[src/slr_defines.svh]
// Purpose: constants for the serdes loopback routing block
// Assumes: one clock at the serial bit rate (model), async active-high reset
// Notes:   definitions only
`ifndef SLR_DEFINES_SVH
`define SLR_DEFINES_SVH

// ==========================================================
// widths and counts
`define SLR_BYTE_W        8
`define SLR_BIT_CNT_W     3
`define SLR_BYTE_LAST     3'h7
`define SLR_RCLK_HALF     3'h3
// ==========================================================
// reset values
`define SLR_BYTE_RST      8'h00
`define SLR_CNT_RST       3'h0

`endif

[src/slr_pkg.sv]
// Purpose: types shared by the loopback routing modules
// Assumes: slr_defines.svh gives the widths
// Notes:   mode enum resolves the three selects
`include "slr_defines.svh"

package slr_pkg;
  // ==========================================================
  // loopback modes
  typedef enum logic [2:0] {
    SLR_NORMAL,
    SLR_REMOTE,
    SLR_DIGITAL,
    SLR_ANALOG,
    SLR_SPLIT,
    SLR_ANALOG_REMOTE
  } slr_mode_e;

  typedef logic [`SLR_BYTE_W-1:0] slr_byte_t;
endpackage : slr_pkg

[src/slr_ser_if.sv]
// Purpose: serial bit stream with its clock select between routing modules
// Assumes: single clock domain
// Notes:   use_rclk marks which high-speed clock times the bit
`timescale 1ns/1ps
`default_nettype none

interface slr_ser_if;
  logic bit_val;    // serial bit
  logic use_rclk;   // high = recovered clock, low = multiplier clock
  modport src (output bit_val, output use_rclk);
  modport dst (input bit_val, input use_rclk);
endinterface : slr_ser_if

`default_nettype wire

[src/slr_loopback_top.sv]
// Purpose: loopback routing between serializer, retimer, recovery and deserializer
// Assumes: clock models the high-speed bit clock; selects synchronous to it
// Notes:   high-speed clocks are modelled as select flags, not real clocks
//
// Behaviour
// - remote loop select high routes serial receive input to serial transmit output
// - remote loop retimes transmit with recovered clock, not multiplier
// - remote loop still deserializes receive input onto parallel receive bus
// - remote loop outputs recovered clock divided by eight as parallel clock
// - digital local loop feeds serializer output into receive deserializer
// - digital local loop clocks deserializer with multiplier output
// - digital local loop keeps serializing transmit data through retimer
// - loss-of-signal muting of receive bytes stays active in digital loop
// - analog local loop follows its select level one edge later, through the mode register
// - analog loop transmits serial data and feeds it into recovery input
// - analog looped stream passes recovery and deserializer to parallel bus
// - remote plus digital selects together, with analog select low, give split loopback
// - split: serializer feeds deserializer, receive input retimed onto transmit
`timescale 1ns/1ps
`default_nettype none

module slr_loopback_top
  import slr_pkg::*;
(
  input  wire logic      clock,
  input  wire logic      reset,
  input  wire logic      remote_loop_select,
  input  wire logic      digital_local_loop_select,
  input  wire logic      analog_local_loop_select,
  input  wire logic      loss_of_signal,
  input  wire logic      serial_rx_in,
  input  wire slr_byte_t parallel_tx_data,
  output var  logic      serial_tx_out,
  output var  logic      retimer_uses_rclk,
  output var  slr_byte_t parallel_rx_data,
  output var  logic      parallel_rx_clock_out,
  output var  logic      rx_clock_from_rclk
);
  typedef struct packed {
    slr_mode_e                 mode;
    logic                      tx_bit;
    logic                      tx_rclk;
    slr_byte_t                 rx_byte;
    logic                      pclk;
    logic [`SLR_BIT_CNT_W-1:0] div;
    logic                      rx_rclk;
  } slr_top_s;

  slr_top_s st;
  slr_top_s next_st;

  slr_ser_if tx_ser ();
  slr_ser_if rx_ser ();

  slr_byte_t rx_byte_raw;
  logic      rx_byte_valid;
  logic      rx_src_rclk;
  logic      loop_to_receive_deserializer;
  logic      loop_to_tx;
  logic      cdr_bit;

  // ==========================================================
  // serializer
  slr_piso u_piso (
    .clock            (clock),
    .reset            (reset),
    .parallel_tx_data (parallel_tx_data),
    .ser              (tx_ser)
  );

  // ==========================================================
  // receive path steering
  // serializer into deserializer
  assign loop_to_receive_deserializer = (st.mode == SLR_DIGITAL) || (st.mode == SLR_SPLIT);
  assign loop_to_tx = (st.mode == SLR_REMOTE) || (st.mode == SLR_SPLIT)
                      || (st.mode == SLR_ANALOG_REMOTE);
  // transmit stream replaces receive input at recovery
  assign cdr_bit = (st.mode == SLR_ANALOG || st.mode == SLR_ANALOG_REMOTE)
                   ? tx_ser.bit_val : serial_rx_in;

  // looped stream goes through recovery then deserializer
  // receive input still deserialized in remote loop
  assign rx_ser.bit_val = loop_to_receive_deserializer ? tx_ser.bit_val : cdr_bit;
  // multiplier clock times deserializer in digital loop
  assign rx_ser.use_rclk = !loop_to_receive_deserializer;

  slr_receive_deserializer u_receive_deserializer (
    .clock        (clock),
    .reset        (reset),
    .ser          (rx_ser),
    .byte_out     (rx_byte_raw),
    .byte_valid   (rx_byte_valid),
    .clk_src_rclk (rx_src_rclk)
  );

  // ==========================================================
  // mode decode and output registers
  always_comb begin
    next_st = st;
    if (analog_local_loop_select) begin
      next_st.mode = remote_loop_select ? SLR_ANALOG_REMOTE : SLR_ANALOG;
    end else if (remote_loop_select && digital_local_loop_select) begin
      next_st.mode = SLR_SPLIT;
    end else if (remote_loop_select) begin
      next_st.mode = SLR_REMOTE;
    end else if (digital_local_loop_select) begin
      next_st.mode = SLR_DIGITAL;
    end else begin
      next_st.mode = SLR_NORMAL;
    end

    // remote, split and analog remote modes retime receive data onto transmit
    // otherwise serializer output goes out through retimer
    next_st.tx_bit = loop_to_tx ? serial_rx_in : tx_ser.bit_val;
    // recovered clock to retimer in remote loop
    next_st.tx_rclk = loop_to_tx || tx_ser.use_rclk;

    // mute receive bytes on loss of signal, in every mode
    if (rx_byte_valid) begin
      next_st.rx_byte = loss_of_signal ? `SLR_BYTE_RST : rx_byte_raw;
    end

    // parallel clock is bit clock divided by eight
    next_st.div  = st.div + 3'h1;
    next_st.pclk = (st.div >= `SLR_RCLK_HALF) && (st.div != `SLR_BYTE_LAST);
    next_st.rx_rclk = rx_src_rclk;
  end

  // state register; async reset loads constants only
  always_ff @(posedge clock or posedge reset) begin
    if (reset) begin
      st <= '{mode: SLR_NORMAL, tx_bit: 1'b0, tx_rclk: 1'b0,
              rx_byte: `SLR_BYTE_RST, pclk: 1'b0, div: `SLR_CNT_RST,
              rx_rclk: 1'b1};
    end else begin
      st <= next_st;
    end
  end

  assign serial_tx_out         = st.tx_bit;
  assign retimer_uses_rclk     = st.tx_rclk;
  assign parallel_rx_data      = st.rx_byte;
  assign parallel_rx_clock_out = st.pclk;
  assign rx_clock_from_rclk    = st.rx_rclk;
endmodule : slr_loopback_top

`default_nettype wire

[src/slr_piso.sv]
// Purpose: parallel-to-serial converter, msb first
// Assumes: one bit per clock edge, byte loaded every 8 edges
// Notes:   drives the serial source side of slr_ser_if
`timescale 1ns/1ps
`default_nettype none

module slr_piso
  import slr_pkg::*;
(
  input  wire logic      clock,
  input  wire logic      reset,
  input  wire slr_byte_t parallel_tx_data,
  slr_ser_if.src         ser
);
  typedef struct packed {
    slr_byte_t                 shift;
    logic [`SLR_BIT_CNT_W-1:0] cnt;
  } slr_piso_s;

  slr_piso_s st;
  slr_piso_s next_st;

  // ==========================================================
  // shift out msb first, reload after the eighth bit
  always_comb begin
    next_st = st;
    next_st.cnt = st.cnt + 3'h1;
    if (st.cnt == `SLR_BYTE_LAST) begin
      next_st.shift = parallel_tx_data;
    end else begin
      next_st.shift = {st.shift[`SLR_BYTE_W-2:0], 1'b0};
    end
  end

  always_ff @(posedge clock or posedge reset) begin
    if (reset) begin
      st <= '{shift: `SLR_BYTE_RST, cnt: `SLR_CNT_RST};
    end else begin
      st <= next_st;
    end
  end

  assign ser.bit_val  = st.shift[`SLR_BYTE_W-1];
  assign ser.use_rclk = 1'b0; // transmit data always timed by the multiplier
endmodule : slr_piso

`default_nettype wire

[src/slr_receive_deserializer.sv]
// Purpose: receive deserializer, shifts bits in and presents bytes
// Assumes: framing fixed to a 3-bit counter from reset
// Notes:   byte_valid pulses when a full byte is assembled
`timescale 1ns/1ps
`default_nettype none

module slr_receive_deserializer
  import slr_pkg::*;
(
  input  wire logic      clock,
  input  wire logic      reset,
  slr_ser_if.dst         ser,
  output var  slr_byte_t byte_out,
  output var  logic      byte_valid,
  output var  logic      clk_src_rclk
);
  typedef struct packed {
    slr_byte_t                 shift;
    logic [`SLR_BIT_CNT_W-1:0] cnt;
    slr_byte_t                 byte_q;
    logic                      valid;
    logic                      src;
  } slr_receive_deserializer_s;

  slr_receive_deserializer_s st;
  slr_receive_deserializer_s next_st;

  // ==========================================================
  // shift in, capture on the eighth bit
  always_comb begin
    next_st = st;
    next_st.shift = {st.shift[`SLR_BYTE_W-2:0], ser.bit_val};
    next_st.cnt   = st.cnt + 3'h1;
    next_st.valid = (st.cnt == `SLR_BYTE_LAST);
    next_st.src   = ser.use_rclk;
    if (st.cnt == `SLR_BYTE_LAST) begin
      next_st.byte_q = {st.shift[`SLR_BYTE_W-2:0], ser.bit_val};
    end
  end

  always_ff @(posedge clock or posedge reset) begin
    if (reset) begin
      st <= '{shift: `SLR_BYTE_RST, cnt: `SLR_CNT_RST, byte_q: `SLR_BYTE_RST,
              valid: 1'b0, src: 1'b1};
    end else begin
      st <= next_st;
    end
  end

  assign byte_out     = st.byte_q;
  assign byte_valid   = st.valid;
  assign clk_src_rclk = st.src;
endmodule : slr_receive_deserializer

`default_nettype wire

[config.mk]
export PLATFORM = sky130hd
export DESIGN_NAME = slr_loopback_top
export DESIGN_NICKNAME = d
export VERILOG_FILES = /design/src/slr_pkg.sv /design/src/slr_ser_if.sv /design/src/slr_loopback_top.sv /design/src/slr_piso.sv /design/src/slr_receive_deserializer.sv
export VERILOG_INCLUDE_DIRS = /design/src
export SDC_FILE = /design/constraint.sdc
export NUM_CORES = 1
export LEC_CHECK = 0
export ABC_AREA = 1
export BUFFER_PORTS_ARGS = -buffer_cell sky130_fd_sc_hd__buf_4
export CORE_AREA = 3 3 69 71
export DETAILED_ROUTE_END_ITERATION = 10
export DIE_AREA = 0 0 72 74
export HOLD_SLACK_MARGIN = 0.05
export PLACE_DENSITY = 0.73
export SETUP_SLACK_MARGIN = 0.05
export SLEW_MARGIN = 10
export SYNTH_ARGS = -nofsm -noshare
export SYNTH_HDL_FRONTEND = slang
export SYNTH_SLANG_ARGS = --single-unit
[constraint.sdc]
create_clock -name clock -period 1.5 [get_ports clock]
set_input_delay 0.3 -clock clock [delete_from_list [all_inputs] [get_ports clock]]
set_output_delay 0.3 -clock clock [all_outputs]
set_load 0.1 [all_outputs]
==> metrics.md, run 1 <==
| Metric | Value |
|---|---|
| Peak fanout along the critical path | 1 |
| Initial Utilization | 42.2% |
| Syn_area_per_cell | 12.4 um2 |
| EDFF count, synth | 0 |
| Die ar. | between 5000 and 6000 um2 |
| Post-route DRC | 0 |
| Worst path max stage delay | between 0.5 and 0.6 ns |
| Initial antenna violation count | 0 |
| Net Sw Frac | approximately a quarter |
| Synthesis Warnings | 0 |
| P per Cell Area | ~1300 nW/um2 |
| CTS buffer count | 5 |
| Hold Violations, Final | 0 |
| Clock share of power | 33.4% |
| Worst Tran Pin Value | about 0.46 ns |
| Synthesis-to-layout area growth | 18.0% |
| Crit-path cells | buf_4 |
| Root Driver | clkbuf_8 |
| HPWL Detailed | about 1800 um |
| FF-to-FF Start | u_piso.st[0] |
| Synth area leaders | dfrtp_1 (65%), inv_1 (5.8%), buf_4 (4.1%) |
| Seq pwr share | between 50% and 60% |
| RSZ-0062 raised after global routing | no |
| Total core area | ~4300 um2 |
| Layout cells sized above 1 | ~30% |
| Asr flop ratio synth | 100% |
| Mapped Area | approximately 1800 um2 |
| Setup WS post-layout | 0.102 ns |
| Number of H-tree levels | 2 |
| Antenna diode count | 0 |
| Min-delay worst type | in2reg |
| Router iterations before antenna repair | 4 |
| I/O pins | 27 |
| CP Class | reg2out |
| Pins Over Slew Limit | 0 |
| First-pass GRT wire length | 4280 um |
| Max VDD drop | slightly below 0.6 mV |
| Count leader, synth | dfrtp_1 |
| Slew margin rel. | a little over two thirds |
| Fin util | between 40% and 50% |
| Skew final | roughly 0.0056 ns |
| Required @ worst endpoint | 1.20 ns |
| Sequential area share after synthesis | roughly 68% |
| Clk Latency, worst-skew pair | 0.30 ns |
| R2R cell count | 3 |
| Cell row count | 24 |
| Synth Net Count | around 170 |
| Yosys cell types | 23 |
| Via Count | a little under 1000 |
| Crit path capture type | output port |
| Ranking of synthesized cells by instance count | dfrtp_1 (47), inv_1 (28), nand2_1 (13) |
| Placement Setup Slack | approximately 0.13 ns |
| Port bufs | 26 |
| Cells after Synth | 146 |
| Die Wd | approximately 72 um |
| CTS tree | built |
| Setup TNS | 0 ns |
| Register area | approximately 1200 um2 |
| Buf+Inv Stages, Crit Path | 1 |
| Antenna-violating nets left | 0 |
| Final min period | 1.40 ns |
| Yosys reg bits | 49 |
| Hold path depth | 2 |
| Postcts setup bufs | 0 |
| WL final | 2440 um |
| Fmax | 715 MHz |
| GRT Residual Overflow | 0 |
| RR Endpoint | u_piso.st[6] |
| Multi-input gate area | between 300 and 400 um2 |
| Clock transition at the registers of the reported paths | about 0.080 ns |
| Status | complete, no violations |
| Sink Count | 49 |
| Vias in the first global route | 997 |
| Switching power | roughly 730 uW |
| Hold path startpoint | remote_loop_select |
| Hold Path Sink | st[16] |
| Period utilization | just over 90% |
| Drt wl/cell | between 10 and 15 um |
| Leading area contributor after synthesis | dfrtp_1 |
| Max Cap Viol | 0 |
| CP arrival | about 1.1 ns |
| R2R Setup Slk | 0.14 ns |
| Ys flop type | dfrtp_1 |
| Logic pwr share | 13.9% |
| # fillers | about 400 |
| Iteration-0 DRC Markers | 53 |
| CP max-delay cell | dfstp_2 |
| Internal | ~2000 uW |
| Setup Viol. Count Final | 0 |
| RePlAce Congestion | 0.685 |
| Die Y-Extent | about 74 um |
| Crit path max-delay family | flip-flops |
| Total global-route track usage | 10.8% |
| Crit path launch type | register |
| Largest net degree at the start of global routing | 25 |
| Final layout net count | about 190 |
| Clock tree buffer depth | 2 |
| Leak pwr | about 0.0011 uW |
| Synth top area share | between 60% and 70% |
| Via density | around 4.4 |
## metal layers
layer,routed length (um),global-route usage [%]
met4,61,6.26
met5,0,0
met3,138,3.38
met1,1090,13.1
met2,1150,17.1
## cell type report
class | count | share of cell area (%)
inverter | 29 | 5.27
tap | 52 | 3.04
clock inverter | 2 | 1.81
clock buffer | 6 | 3.39
timing repair buffer | 29 | 10.9
multi-input combinational | 57 | 18.1
sequential | 49 | 57.5
## worst max-delay path by stage
stage,from,to,slack (ns),depth (start not counted)
finish,rx_clock_from_rclk,rx_clock_from_rclk,0.10,1
global route,u_piso.st[0],u_piso.st[6],0.06,3
CTS,rx_clock_from_rclk,rx_clock_from_rclk,0.09,1
detailed placement,u_piso.st[0],u_piso.st[6],0.13,3
global placement,u_piso.st[0],u_piso.st[8],0.17,3
floorplan,u_piso.st[0],u_piso.st[4],0.24,4
## cells in the final DEF, fill, tap and decap left out
| cell | synthesis | final |
|---|---|---|
| o22ai_1 | 7 | 7 |
| mux2_4 | 1 | 1 |
| nand3b_2 | 1 | 1 |
| nand2_1 | 13 | 13 |
| nor2_1 | 1 | 1 |
| nand3_2 | 1 | 1 |
| o21ai_2 | 1 | 1 |
| o21ai_1 | 1 | 1 |
| dfstp_2 | 2 | 2 |
| mux2_2 | 6 | 6 |
| a21o_1 | 1 | 1 |
| xor2_1 | 1 | 1 |
| buf_12 | 0 | 1 |
| a21oi_1 | 2 | 2 |
| dfrtp_1 | 47 | 47 |
| clkinv_4 | 0 | 1 |
| dlygate4sd3_1 | 0 | 1 |
| inv_1 | 28 | 27 |
| and2_1 | 1 | 1 |
| o21ai_0 | 9 | 9 |
| buf_4 | 10 | 27 |
| clkbuf_1 | 0 | 1 |
| clkinvlp_4 | 0 | 1 |
| inv_2 | 1 | 1 |
| nand3_1 | 3 | 3 |
| ha_1 | 5 | 5 |
| clkbuf_8 | 0 | 5 |
| bufinv_16 | 0 | 1 |
| nand2_2 | 3 | 3 |
## worst register-to-register path, delay by kind of cell, from the launching register on
kind,cells,cell delay [ns]
fa+ha+maj,2,0.50
flops,1,0.36
mux,1,0.38
## what timing repair did
action                    CTS  global route
hold endpoints to repair   13             0
hold buffers                1             0
resized for setup           0             0
## power groups by stage
stage                     logic [uW]  clock network (uW)  registers (uW)
after floorplan                  254                   0            1520
after global placement           379                   0            1470
after detailed placement         384                   0            1470
after CTS                        386                 952            1450
after global routing             409                1000            1460
final                            381                 914            1440
## sequential cells by signal, indices dropped and copies added, names as in the netlist, 3 cells and up
register and count:
parallel_rx_data 8, st 6, u_piso.st 10, u_receive_deserializer.byte_out 8
u_receive_deserializer.next_st 7, u_receive_deserializer.st 3
## cell families after synthesis
group	count (synthesis)	synth area share, %
DFF	49	67.8
xor gates and xnor gates	1	0.484
buffers and inverters	40	10.8
muxes	7	4.56
and+or+nand+nor	23	6.28
AOI/OAI and AO/OA	21	6.63
adders and majority gates	5	3.45
## stage by stage
step,power (uW),cells,hold slack [ns],instance area [um2]
after detailed placement,1860,215,0.297,2020
after floorplan,1770,146,0.335,1820
final,2740,224,0.151,2140
after global placement,1850,215,0.292,2020
after CTS,2780,224,0.140,2140
after global routing,2870,224,0.149,2140
No activity file was read; power rests on OpenSTA's default activity.
==> run 2: changes to the inputs <==
--- a/config.mk
+++ b/config.mk
@@ -8,13 +8,14 @@
 export LEC_CHECK = 0
 export ABC_AREA = 1
 export BUFFER_PORTS_ARGS = -buffer_cell sky130_fd_sc_hd__buf_4
-export CORE_AREA = 3 3 69 71
+export CORE_AREA = 3 3 71 73
 export DETAILED_ROUTE_END_ITERATION = 10
-export DIE_AREA = 0 0 72 74
+export DIE_AREA = 0 0 74 76
 export HOLD_SLACK_MARGIN = 0.05
 export PLACE_DENSITY = 0.73
 export SETUP_SLACK_MARGIN = 0.05
 export SLEW_MARGIN = 10
 export SYNTH_ARGS = -nofsm -noshare
 export SYNTH_HDL_FRONTEND = slang
+export SYNTH_HIERARCHICAL = 1
 export SYNTH_SLANG_ARGS = --single-unit
==> metrics.md, run 2 <==
| Metric | Value |
|---|---|
| Root Driver | clkbuf_8 |
| Cell row count | 24 |
| Largest family of logic cells by synthesized area | simple AND/OR/NAND/NOR gates |
| Ranking of synthesized cells by instance count | nand2_1 (70), dfrtp_1 (47), buf_4 (17) |
| Port bufs | 26 |
| Die ar. | 5620 um2 |
| Fin util | 49.1% |
| Final min period | about 1.4 ns |
| Iteration-0 DRC Markers | ~70 |
| Yosys cell types | 15 |
| Max reg flops | 10 |
| RePlAce Congestion | slightly below 0.8 |
| Switching power | between 700 and 800 uW |
| Cells after Synth | about 190 |
| Crit path launch type | register |
| First-pass GRT wire length | between 4000 and 5000 um |
| Post-Synth XOR/XNOR Area | 0% |
| Setup TNS | 0 ns |
| Seq pwr share | between 50% and 60% |
| Final layout net count | 224 |
| Internal | around 2000 uW |
| Initial Utilization | 43.5% |
| Count leader, synth | nand2_1 |
| Setup Viol. Count Final | 0 |
| CP arrival | ~1.1 ns |
| Layout cells sized above 1 | between 20 and 25% |
| Commonest cells after routing, fill and taps aside | nand2_1 (70), dfrtp_1 (47), buf_4 (28), nand3_1 (15), inv_1 (14) |
| Proportion of synthesized area in mux cells | 0% |
| Crit path capture type | output port |
| Placed insts | 247 |
| Peak fanout along the critical path | 1 |
| Synth top area share | roughly three fifths |
| Sink Count | 49 |
| Net Sw Frac | between 20% and 30% |
| Via density | ~4.4 |
| Synth Net Count | between 200 and 250 |
| Die Wd | 74 um |
| Non-Filler Instances | between 200 and 300 |
| Hold Violations, Final | 0 |
| Leak pwr | 0.00119 uW |
| Placement Setup Slack | 0.251 ns |
| Total global-route track usage | between 10% and 20% |
| Post-route DRC | 0 |
| Ys flop type | dfrtp_1 |
| CTS tree | built |
| Crit-path cells | buf_4 |
| Router iterations before antenna repair | 4 |
| Area share of and/or/nand/nor cells after synthesis | between 10% and 20% |
| CP max-delay cell | dfstp_2 |
| Number of H-tree levels | 2 |
| Compound-Gate Fraction of Synth Area | less than 1% |
| Clk Latency, worst-skew pair | 0.30 ns |
| Status | complete, no violations |
| Period utilization | a little over nine tenths |
| Yosys reg bits | between 40 and 50 |
| HPWL Detailed | between 1500 and 2000 um |
| RSZ-0062 raised after global routing | no |
| Synth area leaders | dfrtp_1 (61%), nand2_1 (14%), buf_4 (6.6%) |
| Hold slack | approximately 0.15 ns |
| Die Y-Extent | around 76 um |
| Antenna diode count | 0 |
| EDFF count, synth | 0 |
| Clock transition at the registers of the reported paths | 0.09 ns |
| Max Cap Viol | 0 |
| Commonest non-fill, non-tap cell in the layout | nand2_1 |
| P per Cell Area | 1280 nW/um2 |
| Buf+Inv Stages, Crit Path | 1 |
| Antenna-violating nets left | 0 |
| Synthesis-to-layout area growth | 12.7% |
| Asr flop ratio synth | 100% |
| Initial antenna violation count | 0 |
| Biggest register | u_piso/st |
| Vias in the first global route | between 1000 and 1500 |
| Sequential area share after synthesis | about 64% |
| Logic pwr share | 12.9% |
| WL final | 2650 um |
| GRT Residual Overflow | 0 |
| CTS buffer count | 5 |
| Drt wl/cell | ~10 um |
| Via Count | 1131 |
| Clock share of power | 34.8% |
| Worst path max stage delay | 0.53 ns |
| Syn_area_per_cell | 10.3 um2 |
| Pins Over Slew Limit | 0 |
| I/O pins | 27 |
| Min-delay worst type | in2reg |
| Clock tree buffer depth | 2 |
| Skew final | between 0.008 and 0.009 ns |
| Synthesis Warnings | 6 |
| CP Class | reg2out |
| Max VDD drop | 0.570 mV |
| Fmax | ~710 MHz |
| Leading area contributor after synthesis | dfrtp_1 |
| Setup WS post-layout | around 0.09 ns |
| Total core area | between 4000 and 5000 um2 |
| Largest net degree at the start of global routing | 21 |
| Mapped Area | a little under 2000 um2 |
| Crit path max-delay family | flip-flops |
| Area share of fa/ha/maj cells after synthesis | approximately 3.9% |
| Required @ worst endpoint | 1.20 ns |
-- run 2: changes by cell type in the layout (fill, tap and decap cells not counted), sizes merged, moves of 7 or more --
cell	delta
nand3	+11
o22ai	-7
nand2	+57
mux2	-7
o21ai	-10
inv	-9
-- run 2: power groups by stage --
stage | Clock (uW) | Sequential [uW] | Combinational (uW)
CTS | 1000 | 1450 | 363
floorplan | 0 | 1520 | 276
detailed placement | 0 | 1480 | 360
finish | 962 | 1450 | 357
global placement | 0 | 1470 | 356
global route | 1040 | 1460 | 387
-- run 2: area by class of cell --
cell class,instances,area [um2]
tap,52,65.1
fill,414,2250
timing repair buffer,29,220
inverter,19,73.8
sequential,49,1230
clock buffer,6,82.6
multi-input combinational,99,458
clock inverter,2,37.5
-- run 2: repair_timing --
| action | in CTS | in global routing |
|---|---|---|
| gates resized for setup | 0 | 0 |
| endpoints found under the hold margin | 47 | 0 |
| hold buffers | 1 | 0 |
| setup buffers | 0 | 0 |
-- run 2: worst paths after layout --
| kind | slack [ns] | endpoint | from | depth (start not counted) |
|---|---|---|---|---|
| worst max-delay path | 0.09 | rx_clock_from_rclk | rx_clock_from_rclk | 1 |
| worst min register to register | 0.36 | rx_clock_from_rclk | u_receive_deserializer/clk_src_rclk | 0 |
| max in group asynchronous | 0.65 | u_receive_deserializer/clk_src_rclk | reset | 4 |
| worst max register to register | 0.25 | u_receive_deserializer/byte_out[5] | u_receive_deserializer/st[10] | 5 |
| worst min-delay path | 0.15 | st[16] | remote_loop_select | 2 |
| min in group asynchronous | 0.55 | u_piso/st[7] | reset | 3 |
-- run 2: cells by family after synthesis --
kind of cell	Yosys count
AO/OA/AOI/OAI	3
other	1
buffers and inverters	39
flip-flops	49
adder cells (fa/ha/maj)	6
AND/OR/NAND/NOR	89
-- run 2: metal layers --
layer / up-vias / global-route usage (%) / part of all wire [%]
met5: - / 0 / 0
met2: 27 / 16.9 / 47
li1: 580 / - / -
met1: 518 / 13.1 / 44
met4: 0 / 7.07 / 2.1
met3: 6 / 3.69 / 7.3
-- run 2: per-stage QoR --
stage	power, uW	area (um2)
final	2770	2170
after global routing	2890	2170
after CTS	2820	2170
after detailed placement	1840	2040
after global placement	1830	2040
after floorplan	1790	1920
